===== src/shared/slm_regs.svh =====
// Constants of the single instruction loop controller.
// Assumes 16-bit instruction words and a 16-bit low counter word.
`ifndef SLM_REGS_SVH
`define SLM_REGS_SVH
`define SLM_COUNT_EXPIRED 16'hffff
`define SLM_LOOP_DISP     16'hfffc
`define SLM_MODE_IND      3'h2
`define SLM_MODE_POSTINC  3'h3
`define SLM_MODE_PREDEC   3'h4
`define SLM_MODE_DREG     3'h0
`define SLM_MODE_AREG     3'h1
`define SLM_SIZE_BAD      2'h3
`define SLM_ST_IDLE       4'h1
`define SLM_ST_ARMED      4'h2
`define SLM_ST_LOOP       4'h4
`define SLM_ST_SUSPEND    4'h8
`endif


===== src/shared/slm_pkg.sv =====
// Types of the single instruction loop controller.
// Assumes slm_regs.svh is on the include path.
`include "slm_regs.svh"
package slm_pkg;
   // Loop controller states, one-hot
   typedef enum logic [3:0] {
      SLM_IDLE    = `SLM_ST_IDLE,
      SLM_ARMED   = `SLM_ST_ARMED,
      SLM_LOOP    = `SLM_ST_LOOP,
      SLM_SUSPEND = `SLM_ST_SUSPEND
   } slm_state_type;
endpackage


===== src/hdl/slm_loop_ctrl.sv =====
// Single instruction loop controller of the processor front end.
// Assumes the sequencer reports every fetched word, every completed
// instruction and every decrement_and_branch outcome as one-cycle pulses.
`timescale 1ns/10ps
`default_nettype none
`include "slm_regs.svh"

// Function
// RULE1: Decrement counter low word; minus one falls through
// RULE2: Condition true discards count, continues sequentially; a count of zero is still decremented and written back
// RULE3: Otherwise add displacement to program counter
// RULE4: Decode register plus two-word queue hold loop
// RULE5: No opcode fetches while loop mode runs
// RULE6: Enter on looping branch, displacement minus four
// RULE7: Enter at second fetch of eligible instruction
// RULE8: Leave on exhausted count or true condition
// RULE9: Interrupts only after branch; taking one exits
// RULE10: Trace after every instruction; never loop
// RULE11: Reset aborts processing and clears loop state
// RULE12: Bus error suspends; resume without refetching loop
// RULE13: Only one-word indirect, postincrement, predecrement forms
// RULE14: Moves between memory modes, register to postincrement
// RULE15: Memory into data register arithmetic and logic
// RULE16: Address register add, compare, subtract from memory
// RULE17: Data register into memory arithmetic and logic
// RULE18: Single operand memory operations; decimal negate byte
// RULE19: Word memory shifts and rotates by one
// RULE20: Extended ops predecrement; memory compare postincrement
module slm_loop_ctrl #(
   parameter int PC_W = 32                      // Program counter width
) (
   input  wire logic              clk,          // Processor clock
   input  wire logic              rst_n,        // Synchronous reset, active low
   input  wire logic              trace_en,     // Trace enable bit of status
   input  wire logic              irq_pending,  // An interrupt is pending
   input  wire logic              bus_error,    // Bus error pulse
   input  wire logic              rte_resume,   // return_from_exception resumes looped op
   input  wire logic              fetch_valid,  // Opcode word fetched, pulse
   input  wire logic [15:0]       fetch_word,   // Fetched opcode word
   input  wire logic              instr_exec,   // Non-branch instruction completed, pulse
   input  wire logic [15:0]       instr_word,   // Its opcode word
   input  wire logic              dbr_exec,     // decrement_and_branch executes, pulse
   input  wire logic [15:0]       dbr_count,    // Low word of counter register
   input  wire logic              dbr_cond_true,// Branch condition against codes
   input  wire logic [15:0]       dbr_disp,     // Branch displacement
   input  wire logic [PC_W-1:0]   dbr_pc,       // Base program counter for the branch
   output logic                   loop_active_r,   // Loop mode running
   output logic                   fetch_inhibit_r, // Opcode fetches suppressed
   output logic                   count_we_r,      // Write decremented count back
   output logic [15:0]            count_wdata_r,   // Decremented count
   output logic                   branch_r,        // Branch to target_pc_r
   output logic [PC_W-1:0]        target_pc_r,     // Branch target
   output logic                   seq_r,           // Proceed sequentially
   output logic                   irq_take_r,      // Take interrupt now
   output logic                   trace_req_r,     // Raise trace exception
   output logic [15:0]            decode_word_r,   // Decode register
   output logic [15:0]            queue0_r,        // Prefetch queue, older word
   output logic [15:0]            queue1_r         // Prefetch queue, newer word
);

   // Data and address register direct modes are rejected here on purpose
   // True for the three address register indirect modes
   function automatic logic ind_mode(input logic [2:0] m);
      ind_mode = (m == `SLM_MODE_IND) || (m == `SLM_MODE_POSTINC) ||
                 (m == `SLM_MODE_PREDEC);
   endfunction

   // Opcode fields used by the eligibility decode:
   //   [15:12] operation group, [11:9] destination register,
   //   [8:6] operation mode or destination mode, [5:3] source mode,
   //   [2:0] source register.
   // Only one-word forms are decoded; a mode that would pull an
   // extension word (displacement, index, absolute, immediate) never
   // qualifies, because the queue has no room to hold it.
   // The decode is deliberately permissive about register numbers:
   // any register may be named, only the modes and the size matter.
   // Each arm below except the moves arm may only set ok; the moves arm assigns ok first, so the arms can
   // overlap without one hiding another.
   // Loop eligibility of a one-word opcode
   function automatic logic loop_ok(input logic [15:0] op);
      logic       src_ind;
      logic       dst_ind;
      logic [3:0] grp;
      logic [2:0] opm;
      logic       ok;
      src_ind = ind_mode(op[5:3]);
      dst_ind = ind_mode(op[8:6]);
      grp     = op[15:12];
      opm     = op[8:6];
      ok      = 1'b0;
      // Moves, all three sizes
      if (op[15:14] == 2'h0 && op[13:12] != 2'h0) begin
         ok = (src_ind && dst_ind) ||                                       // RULE14
              ((op[5:3] == `SLM_MODE_DREG || op[5:3] == `SLM_MODE_AREG) &&
               op[8:6] == `SLM_MODE_POSTINC);                                // RULE14
      end
      // Memory into data register
      if ((grp == 4'hd || grp == 4'hc || grp == 4'hb || grp == 4'h8 || grp == 4'h9) &&
          opm[2] == 1'b0 && opm[1:0] != 2'h3 && src_ind) begin
         ok = 1'b1;                                                          // RULE15
      end
      // Memory into address register
      if ((grp == 4'hd || grp == 4'hb || grp == 4'h9) && opm[1:0] == 2'h3 && src_ind) begin
         ok = 1'b1;                                                          // RULE16
      end
      // Data register into memory; compare excluded, exclusive_or included
      if ((grp == 4'hd || grp == 4'hc || grp == 4'hb || grp == 4'h8 || grp == 4'h9) &&
          opm[2] == 1'b1 && opm[1:0] != 2'h3 && src_ind) begin
         ok = 1'b1;                                                          // RULE17
      end
      // Decimal add/subtract extended, byte, predecrement pair
      if ((grp == 4'hc || grp == 4'h8) && op[8:3] == 6'h21) begin
         ok = 1'b1;                                                          // RULE20
      end
      // Add/subtract with extend, predecrement pair
      if ((grp == 4'hd || grp == 4'h9) && op[8] && op[7:6] != `SLM_SIZE_BAD &&
          op[5:3] == `SLM_MODE_AREG) begin
         ok = 1'b1;                                                          // RULE20
      end
      // Memory compare, postincrement pair
      if (grp == 4'hb && op[8] && op[7:6] != `SLM_SIZE_BAD && op[5:3] == `SLM_MODE_AREG) begin
         ok = 1'b1;                                                          // RULE20
      end
      // Clear, negate, negate with extend, complement, test
      if ((op[15:8] == 8'h40 || op[15:8] == 8'h42 || op[15:8] == 8'h44 ||
           op[15:8] == 8'h46 || op[15:8] == 8'h4a) && op[7:6] != `SLM_SIZE_BAD && src_ind) begin
         ok = 1'b1;                                                          // RULE18
      end
      // Decimal negate, byte only
      if (op[15:6] == 10'h120 && src_ind) begin
         ok = 1'b1;                                                          // RULE18
      end
      // Word memory shift or rotate by one
      if (op[15:11] == 5'h1c && op[7:6] == 2'h3 && src_ind) begin
         ok = 1'b1;                                                          // RULE19
      end
      loop_ok = ok;                                                          // RULE13
   endfunction

   // Controller state and the registered copies of every output.
   // Every output is a flip-flop so the sequencer sees clean levels
   // and pulses one cycle after the cause, never a combinational path
   // from its own strobes back into itself.
   slm_pkg::slm_state_type state_r;             // Loop controller state
   slm_pkg::slm_state_type state_nxt;
   logic [15:0]            last_op_r;           // Last non-branch opcode completed
   logic [15:0]            last_op_nxt;
   logic                   loop_active_nxt;
   logic                   fetch_inhibit_nxt;
   logic                   count_we_nxt;
   logic [15:0]            count_wdata_nxt;
   logic                   branch_nxt;
   logic [PC_W-1:0]        target_pc_nxt;
   logic                   seq_nxt;
   logic                   irq_take_nxt;
   logic                   trace_req_nxt;
   logic [15:0]            decode_word_nxt;
   logic [15:0]            queue0_nxt;
   logic [15:0]            queue1_nxt;
   logic [15:0]            dec_count;           // Counter after decrement
   logic                   expired;             // Count reached minus one
   logic                   loops;               // Branch goes back

   // The decrement is done on the low word only; the upper word of the
   // counter register is never touched, so a long count wraps at 16 bits.
   // expired feeds the outcome logic, and loops, built from it, feeds the entry test,
   // so the two always agree on whether the branch goes back.
   // Branch outcome, shared by all states
   always_comb begin
      dec_count = dbr_count - 16'h0001;                                     // RULE1
      expired   = (dec_count == `SLM_COUNT_EXPIRED);                        // RULE1
      loops     = !expired && !dbr_cond_true;                               // RULE3
   end

   // One process decides everything the controller does in a cycle:
   //   - the pulse outputs default to zero and rise only on their cause
   //   - the held values (count, target, queue) keep their last contents
   //   - the state machine walks idle, armed, loop and suspend
   // Idle to armed needs a looping backward branch by four bytes over an
   // eligible word; armed to loop needs the second fetch of that word.
   // Trace or a pending interrupt at the branch keeps the machine idle,
   // since trace would break the loop again at once and an interrupt on the very next branch.
   // Limitation: the looped word is matched by value, not by address.
   // A different word with the same encoding would also confirm entry.
   // Next state and outputs; the queue freezes once the loop is captured
   always_comb begin
      state_nxt         = state_r;
      last_op_nxt       = instr_exec ? instr_word : last_op_r;
      count_we_nxt      = 1'b0;
      count_wdata_nxt   = count_wdata_r;
      branch_nxt        = 1'b0;
      target_pc_nxt     = target_pc_r;
      seq_nxt           = 1'b0;
      decode_word_nxt   = decode_word_r;
      queue0_nxt        = queue0_r;
      queue1_nxt        = queue1_r;
      // Trace after each instruction, looped one included
      trace_req_nxt     = trace_en && (instr_exec || dbr_exec);              // RULE10
      // In loop mode interrupts wait for the branch
      irq_take_nxt      = irq_pending &&
                          (dbr_exec || (instr_exec && state_r != slm_pkg::SLM_LOOP)); // RULE9
      // Word shifting stops once the loop is held, so no refetch is needed
      if (fetch_valid && state_r != slm_pkg::SLM_LOOP && state_r != slm_pkg::SLM_SUSPEND) begin
         decode_word_nxt = queue0_r;                                         // RULE4
         queue0_nxt      = queue1_r;                                         // RULE4
         queue1_nxt      = fetch_word;                                       // RULE4
      end
      // Branch outcome
      if (dbr_exec) begin
         if (expired) begin
            count_we_nxt    = 1'b1;                                          // RULE1
            count_wdata_nxt = dec_count;                                     // RULE1
            seq_nxt         = 1'b1;                                          // RULE1
         end else if (dbr_cond_true) begin
            seq_nxt = 1'b1;                                                  // RULE2
         end else begin
            count_we_nxt    = 1'b1;
            count_wdata_nxt = dec_count;
            branch_nxt      = 1'b1;                                          // RULE3
            target_pc_nxt   = dbr_pc + PC_W'(signed'(dbr_disp));             // RULE3
         end
      end
      case (state_r)
         slm_pkg::SLM_IDLE: begin
            // Interrupts and trace keep the controller out of loop mode
            // Arm only on a looping backward branch over one eligible word
            if (dbr_exec && loops && dbr_disp == `SLM_LOOP_DISP && loop_ok(last_op_r) &&
                !trace_en && !irq_pending) begin
               state_nxt = slm_pkg::SLM_ARMED;                               // RULE6
            end
         end
         slm_pkg::SLM_ARMED: begin
            // Second fetch of the looped word confirms entry
            if (fetch_valid && fetch_word == last_op_r && loop_ok(fetch_word)) begin
               state_nxt = slm_pkg::SLM_LOOP;                                // RULE7
            end else if (fetch_valid || dbr_exec || trace_en || bus_error) begin
               state_nxt = slm_pkg::SLM_IDLE;
            end
         end
         slm_pkg::SLM_LOOP: begin
            // A bus error parks the held words until the handler returns
            // Trace has priority over the branch: a traced loop never runs
            if (bus_error) begin
               state_nxt = slm_pkg::SLM_SUSPEND;                             // RULE12
            end else if (trace_en) begin
               state_nxt = slm_pkg::SLM_IDLE;                                // RULE10
            end else if (dbr_exec && (!loops || irq_pending)) begin
               state_nxt = slm_pkg::SLM_IDLE;                                // RULE8
            end
         end
         slm_pkg::SLM_SUSPEND: begin
            // Held words survive the handler; any decrement_and_branch without rte_resume drops them
            if (rte_resume) begin
               state_nxt = slm_pkg::SLM_LOOP;                                // RULE12
            end else if (dbr_exec) begin
               state_nxt = slm_pkg::SLM_IDLE;
            end
         end
         default: begin
            state_nxt = slm_pkg::SLM_IDLE;
         end
      endcase
      loop_active_nxt   = (state_nxt == slm_pkg::SLM_LOOP);
      fetch_inhibit_nxt = loop_active_nxt;                                   // RULE5
   end

   // Plain register stage. Reset is synchronous and wins over every
   // next value, so a loop in progress is dropped on the same edge.
   // The queue is cleared too; its contents mean nothing after reset,
   // and the entry sequence refills it before it is ever held.
   // Register stage; reset clears loop mode at once
   always_ff @(posedge clk) begin
      if (!rst_n) begin
         state_r         <= slm_pkg::SLM_IDLE;                               // RULE11
         last_op_r       <= 16'h0000;
         loop_active_r   <= 1'b0;                                            // RULE11
         fetch_inhibit_r <= 1'b0;
         count_we_r      <= 1'b0;
         count_wdata_r   <= 16'h0000;
         branch_r        <= 1'b0;
         target_pc_r     <= '0;
         seq_r           <= 1'b0;
         irq_take_r      <= 1'b0;
         trace_req_r     <= 1'b0;
         decode_word_r   <= 16'h0000;
         queue0_r        <= 16'h0000;
         queue1_r        <= 16'h0000;
      end else begin
         state_r         <= state_nxt;
         last_op_r       <= last_op_nxt;
         loop_active_r   <= loop_active_nxt;
         fetch_inhibit_r <= fetch_inhibit_nxt;
         count_we_r      <= count_we_nxt;
         count_wdata_r   <= count_wdata_nxt;
         branch_r        <= branch_nxt;
         target_pc_r     <= target_pc_nxt;
         seq_r           <= seq_nxt;
         irq_take_r      <= irq_take_nxt;
         trace_req_r     <= trace_req_nxt;
         decode_word_r   <= decode_word_nxt;
         queue0_r        <= queue0_nxt;
         queue1_r        <= queue1_nxt;
      end
   end

endmodule
`default_nettype wire


===== config.mk =====
export PLATFORM = sky130hd
export DESIGN_NAME = slm_loop_ctrl
export DESIGN_NICKNAME = d
export VERILOG_FILES = /design/src/shared/slm_pkg.sv /design/src/hdl/slm_loop_ctrl.sv
export VERILOG_INCLUDE_DIRS = /design/src /design/src/shared
export SDC_FILE = /design/constraint.sdc
export NUM_CORES = 1
export LEC_CHECK = 0
export BUFFER_PORTS_ARGS = -buffer_cell sky130_fd_sc_hd__buf_4
export CORE_UTILIZATION = 40
export DETAILED_ROUTE_END_ITERATION = 7
export GPL_TIMING_DRIVEN = 0
export MAX_ROUTING_LAYER = met4
export RECOVER_POWER = 25
export REMOVE_ABC_BUFFERS = 1
export SYNTH_ARGS = -nofsm -noshare
export SYNTH_HDL_FRONTEND = slang
export SYNTH_SLANG_ARGS = --single-unit

===== constraint.sdc =====
create_clock -name clk -period 7.5 [get_ports clk]
set_input_delay 0.75 -clock clk [delete_from_list [all_inputs] [get_ports clk]]
set_output_delay 0.75 -clock clk [all_outputs]
set_load 0.005 [all_outputs]

==> results of run 1 <==
-- cell type report --
| class | instances | area [sq um] | area share |
|---|---|---|---|
| tap | 225 | 282 | 0.0299 |
| timing repair buffer | 211 | 1590 | 0.168 |
| sequential | 122 | 2440 | 0.259 |
| clock buffer | 18 | 429 | 0.0455 |
| inverter | 16 | 60.1 | 0.00637 |
| multi-input combinational | 694 | 4470 | 0.474 |
| clock inverter | 14 | 160 | 0.0170 |
-- power breakdown --
group          switching [mW]  internal (mW)  total, mW
logic                   0.179          0.176      0.355
clock network           0.326          0.497      0.823
registers              0.0245          0.682      0.707
-- per-layer routing --
| metal | part of all wire | track usage | vias to the layer above |
|---|---|---|---|
| met5 | 0 | - | - |
| met4 | 0.0076 | 0.0549 | 0 |
| met3 | 0.050 | 0.0515 | 8 |
| met2 | 0.47 | 0.341 | 166 |
| met1 | 0.47 | 0.286 | 3070 |
| li1 | - | - | 3514 |
-- cell usage in the layout, fill, tap and decap left out, drive strengths merged, types with 18 or more instances in the layout --
| master | Yosys | final |
|---|---|---|
| nand2 | 173 | 173 |
| buf | 13 | 166 |
| dfxtp | 122 | 122 |
| a21boi | 64 | 64 |
| clkbuf | 44 | 63 |
| nor2 | 41 | 41 |
| o21ai | 40 | 40 |
| xnor2 | 38 | 38 |
| ha | 32 | 32 |
| a21oi | 31 | 31 |
| nand3 | 30 | 30 |
| nor2b | 26 | 26 |
| inv | 16 | 22 |
| mux2i | 20 | 20 |
| o211a | 19 | 19 |
| nand4 | 18 | 18 |
-- registers in the layout, summed over array words and instances (netlist names) --
| register | count |
|---|---|
| fetch_inhibit_r | 1 |
| count_we_r | 1 |
| target_pc_r | 32 |
| decode_word_r | 16 |
| last_op_r | 16 |
| state_r | 4 |
| count_wdata_r | 16 |
| branch_r | 1 |
| irq_take_r | 1 |
| seq_r | 1 |
| queue0_r | 16 |
| queue1_r | 16 |
| trace_req_r | 1 |
-- cells by family after synthesis --
family                   share of synthesized area
AND/OR/NAND/NOR                              0.244
AO/OA/AOI/OAI                                0.225
adder cells (fa/ha/maj)                     0.0582
flip-flops                                   0.338
buffers and inverters                       0.0459
XOR/XNOR                                    0.0606
multiplexers                                0.0277
-- worst min-delay path: cells and delay by family (launching register included) --
family | cells | cell delay [ps]
AOI/OAI and AO/OA | 1 | 50
DFF | 1 | 310
and+or+nand+nor | 1 | 50
-- worst max path at each step --
| stage | start | to | slack (ps) | depth (start not counted) |
|---|---|---|---|---|
| final | dbr_count[3] | target_pc_r[28] | 4170 | 9 |
| after detailed placement | dbr_count[1] | count_wdata_r[6] | 3550 | 8 |
| after global placement | state_r[2] | decode_word_r[0] | 2150 | 4 |
| after global routing | dbr_count[3] | target_pc_r[16] | 3850 | 9 |
| after floorplan | state_r[2] | decode_word_r[0] | 3960 | 4 |
| after CTS | dbr_count[1] | count_wdata_r[6] | 3990 | 8 |
-- stage by stage --
step | setup slack [ps] | instances | util
2_1_floorplan | 3960 | 832 | -
3_3_place_gp | 2150 | 1265 | 0.503
3_5_place_dp | 3550 | 1268 | 0.507
4_1_cts | 3990 | 1300 | 0.541
5_1_grt | 3850 | 1300 | 0.540
6_report | 4170 | 1300 | 0.540
==> impl_metrics.toml, run 1 <==
[logic_synthesis]
yosysWarnings = 0
ys_top_cells_by_area = "dfxtp_1 34%, nand2_1 8.9%, ha_1 5.5%"
ys_seq_area_frac = 0.338
yosysMostFrequentCell = "nand2_1"
yosys.area.top_type = "dfxtp_1"
synth_common_cells = "171 x nand2_1, 122 x dfxtp_1, 50 x a21boi_0, 44 x clkbuf_1, 41 x nor2_1"
synth_flop_cell = "dfxtp_1"
synth-edff-count = 0
synth_area_sq_um = 7220
async_flop_share = 0
synth-seq-cells = 122
yosysUniqueCellTypes = 75
syn_inst = 889
avgSynthCellArea_sq_um = 8.12
synth_top_area_share = 0.338

[floorplanning]
die_area_sq_um = 18600
num_rows = 48
die_w_um = 136
start_util = 0.413
die_h_um = 136
core_sq_um = 17500
ios = 209

[critical_path]
crit_path_end_kind = "flip-flop"
cp.required_ps = 7850
r2r_start = "state_r[2]"
r2r_setup_slack_ps = 5410
cp_top_family = "simple AND/OR/NAND/NOR gates"
slowest_delay_ps = 630
crit_top_cell = "a2111o_1"
slowest_stage = "or4b_1"
critPathLaunchType = "input pin"
crit_fanout = 40
criticalPathCategory = "input pin to flip-flop"
rr_worst_depth = 6
r2r_end = "decode_word_r[12]"
cp_cell_sequence = "buf_4, or4_4, o311ai_0, a2111o_1, a2111o_1, nor2b_4, nand2_2, or4b_1, nand3_1"
cp.arrival_ps = 3680
crit_buf_inv = 1

[cells_and_area]
finalNetCount = 1201
area_growth_pct = 30.6
drive_gt1_frac = 0.234
fin_area_sq_um = 9430
fill_cells = 1689
antenna_cells = 0

[hold_path]
hp-start = "target_pc_r[17]"
hold_class = "flip-flop to flip-flop"
hold_depth = 2
holdPathEnd = "target_pc_r[17]"

[cts]
htree_levels = 4
clockBufferDepth = 2
cts.clk_slew.worst_paths_ps = 60
ctsHoldBuffers = 0
cts_resized = 0
post_cts_buffers = 0
cts_root_buf = "clkbuf_16"
cts.sinks = 122
cts_tree = "built"
insertion_delay_ps = 420
numCtsBuffers = 17

[place]
gp_congestion = 0.847
numPortBuffers = 208
place_area_sq_um = 8860
dp_hpwl_um = 14100

[routing]
drc = 0
wire_per_inst_um = 15.0
avgViaCountPerCell = 5.20
drtPass1Iterations = 7
vias = 6758
ant_nets = 0
routed_wl_um = 19500
drtIter0Drc = 438

[timing]
worst_pin_slew_ps = 1190
slew_viol_final = 0
rsz0062_at_grt = "no"
fmax_ghz = 0.300
skew_ps = 16.9
post-route-period-util = 0.444
timing.final.crit_period_ps = 3330
hold_viol = 0
relSlewSlack = 0.210
setup_viol = 0
tns_ps = 0
whs_ps = 451

[global_routing]
grt_pass1_wl_um = 31400
track_usage = 0.220
grt_start_max_net_pins = 132
antenna_found_initial = 0
overflow = 0
grt_pass1_vias = 6184

[outcome]
outcome = "complete, no violations"

[run]
maxCapViolCount = 0

[power_and_ir_drop]
p_total_mw = 1.88
power_leakage_nw = 4.08
peakVddDrop_uv = 177
cellPowerDensity_nw_per_um2 = 200
Power figures use the tool's default switching activity.
==> run 2: changes to the inputs <==
==> constraint.sdc (replaced) <==
create_clock -name clk -period 3.35 [get_ports clk]
set_input_delay 0.335 -clock clk [delete_from_list [all_inputs] [get_ports clk]]
set_output_delay 0.335 -clock clk [all_outputs]
set_load 0.005 [all_outputs]
==> impl_metrics.toml, run 2 (synthesized netlist as in run 1, its figures left out) <==
[hold_path]
hp-start = "instr_word[0]"
hold_class = "input pin to flip-flop"
hold_depth = 3

[timing]
rsz0062_at_grt = "no"
fmax_ghz = 0.342
whs_ps = 178
timing.final.crit_period_ps = 2920
setup_viol = 0
hold_viol = 0
worst_pin_slew_ps = 2340
slew_viol_final = 132
relSlewSlack = -0.558
skew_ps = 17.2
post-route-period-util = 0.873

[cts]
cts_tree = "built"
cts.sinks = 122
cts_root_buf = "clkbuf_16"
cts_resized = 0
post_cts_buffers = 0
ctsHoldBuffers = 0
insertion_delay_ps = 420
htree_levels = 4
cts.clk_slew.worst_paths_ps = 60
numCtsBuffers = 17
clockBufferDepth = 2

[global_routing]
grt_start_max_net_pins = 132
overflow = 0
track_usage = 0.220
antenna_found_initial = 0
grt_pass1_wl_um = 31400
grt_pass1_vias = 6184

[cells_and_area]
fill_cells = 1688
multiInputGateArea_sq_um = 4470
largest_reg_flops = 32
post-route-util = 0.539
regArea_sq_um = 2440
layout_commonest_cell = "nand2_1"
drive_gt1_frac = 0.234
largest-register = "target_pc_r"
area_growth_pct = 30.5
finalNetCount = 1201
final_cell_mix = "171 x nand2_1, 162 x buf_4, 122 x dfxtp_1, 50 x a21boi_0, 41 x nor2_1"
antenna_cells = 0

[critical_path]
crit_start = "dbr_count[3]"
cp.arrival_ps = 3270
slowest_stage = "or4b_1"
r2r_start = "state_r[2]"
rr_worst_depth = 6
cp.required_ps = 3690
cp_cell_sequence = "buf_4, or4_4, o311ai_0, a2111o_1, a2111o_1, nor2b_4, nand2_2, or4b_1, nand3_1"
crit_fanout = 40
slowest_delay_ps = 640
critPathLaunchType = "input pin"
crit_top_cell = "a2111o_1"
crit_path_end_kind = "flip-flop"
criticalPathCategory = "input pin to flip-flop"

[routing]
wire_per_inst_um = 15.0
avgViaCountPerCell = 5.20
drtIter0Drc = 438
vias = 6754
routed_wl_um = 19500
ant_nets = 0
drc = 0
drtPass1Iterations = 6

[floorplanning]
die_area_sq_um = 18600
die_w_um = 136
start_util = 0.413
ios = 209
die_h_um = 136
core_sq_um = 17500
num_rows = 48

[power_and_ir_drop]
swShare = 0.281
power_frac_comb = 0.189
peakVddDrop_uv = 396
p_seq_frac = 0.375
power_leakage_nw = 4.08
switchingPower_mw = 1.19
power_frac_clock = 0.436
p_int_mw = 3.04
cellPowerDensity_nw_per_um2 = 448

[place]
numPortBuffers = 208
gp_congestion = 0.847
dp_hpwl_um = 14100

[outcome]
violations = "max-capacitance violations, max-slew violations"
outcome = "finished, violations left"

[run]
maxCapViolCount = 1
-- run 2: critical path, delay by kind of cell --
kind,cells,cell delay [ps]
AND/OR/NAND/NOR,5,1990
AO/OA/AOI/OAI,3,810
buffers and inverters,1,140
-- run 2: final cells by class --
cell class                 instances  area share
multi-input combinational        694       0.474
inverter                          16     0.00637
clock buffer                      18      0.0455
clock inverter                    14      0.0170
tap                              225      0.0299
timing repair buffer             211       0.168
sequential                       122       0.259
-- run 2: path summary, 6_finish.rpt --
check | to | slack [ps]
worst max-delay path | target_pc_r[28] | 430
worst min-delay path | last_op_r[0] | 180
worst max register to register | decode_word_r[12] | 1260
worst min register to register | target_pc_r[17] | 450
-- run 2: layer usage --
layer  routed length (um)  track usage  vias to the layer above
li1                     -            -                     3514
met1                 9250        0.286                     3065
met2                 9180        0.341                      167
met3                  967       0.0515                        8
met4                  148       0.0549                        0
met5                    0            -                        -
-- run 2: per-stage QoR --
| stage | area, sq um | power [mW] | TNS, ps | setup WS, ps | cells |
|---|---|---|---|---|---|
| 2_1_floorplan | 6950 | 2.04 | -9090 | -189 | 832 |
| 3_3_place_gp | 8790 | 2.40 | -96220 | -2000 | 1265 |
| 3_5_place_dp | 8860 | 2.41 | -2140 | -180 | 1268 |
| 4_1_cts | 9450 | 4.28 | 0 | 258 | 1300 |
| 5_1_grt | 9430 | 4.45 | 0 | 112 | 1300 |
| 6_report | 9430 | 4.22 | 0 | 427 | 1300 |
-- run 2: power by group through the flow --
stage / Combinational (mW) / Clock (mW) / Sequential [mW]
floorplan: 0.433 / 0 / 1.61
global placement: 0.789 / 0 / 1.61
detailed placement: 0.798 / 0 / 1.61
CTS: 0.803 / 1.89 / 1.58
global route: 0.889 / 1.96 / 1.59
finish: 0.798 / 1.84 / 1.58
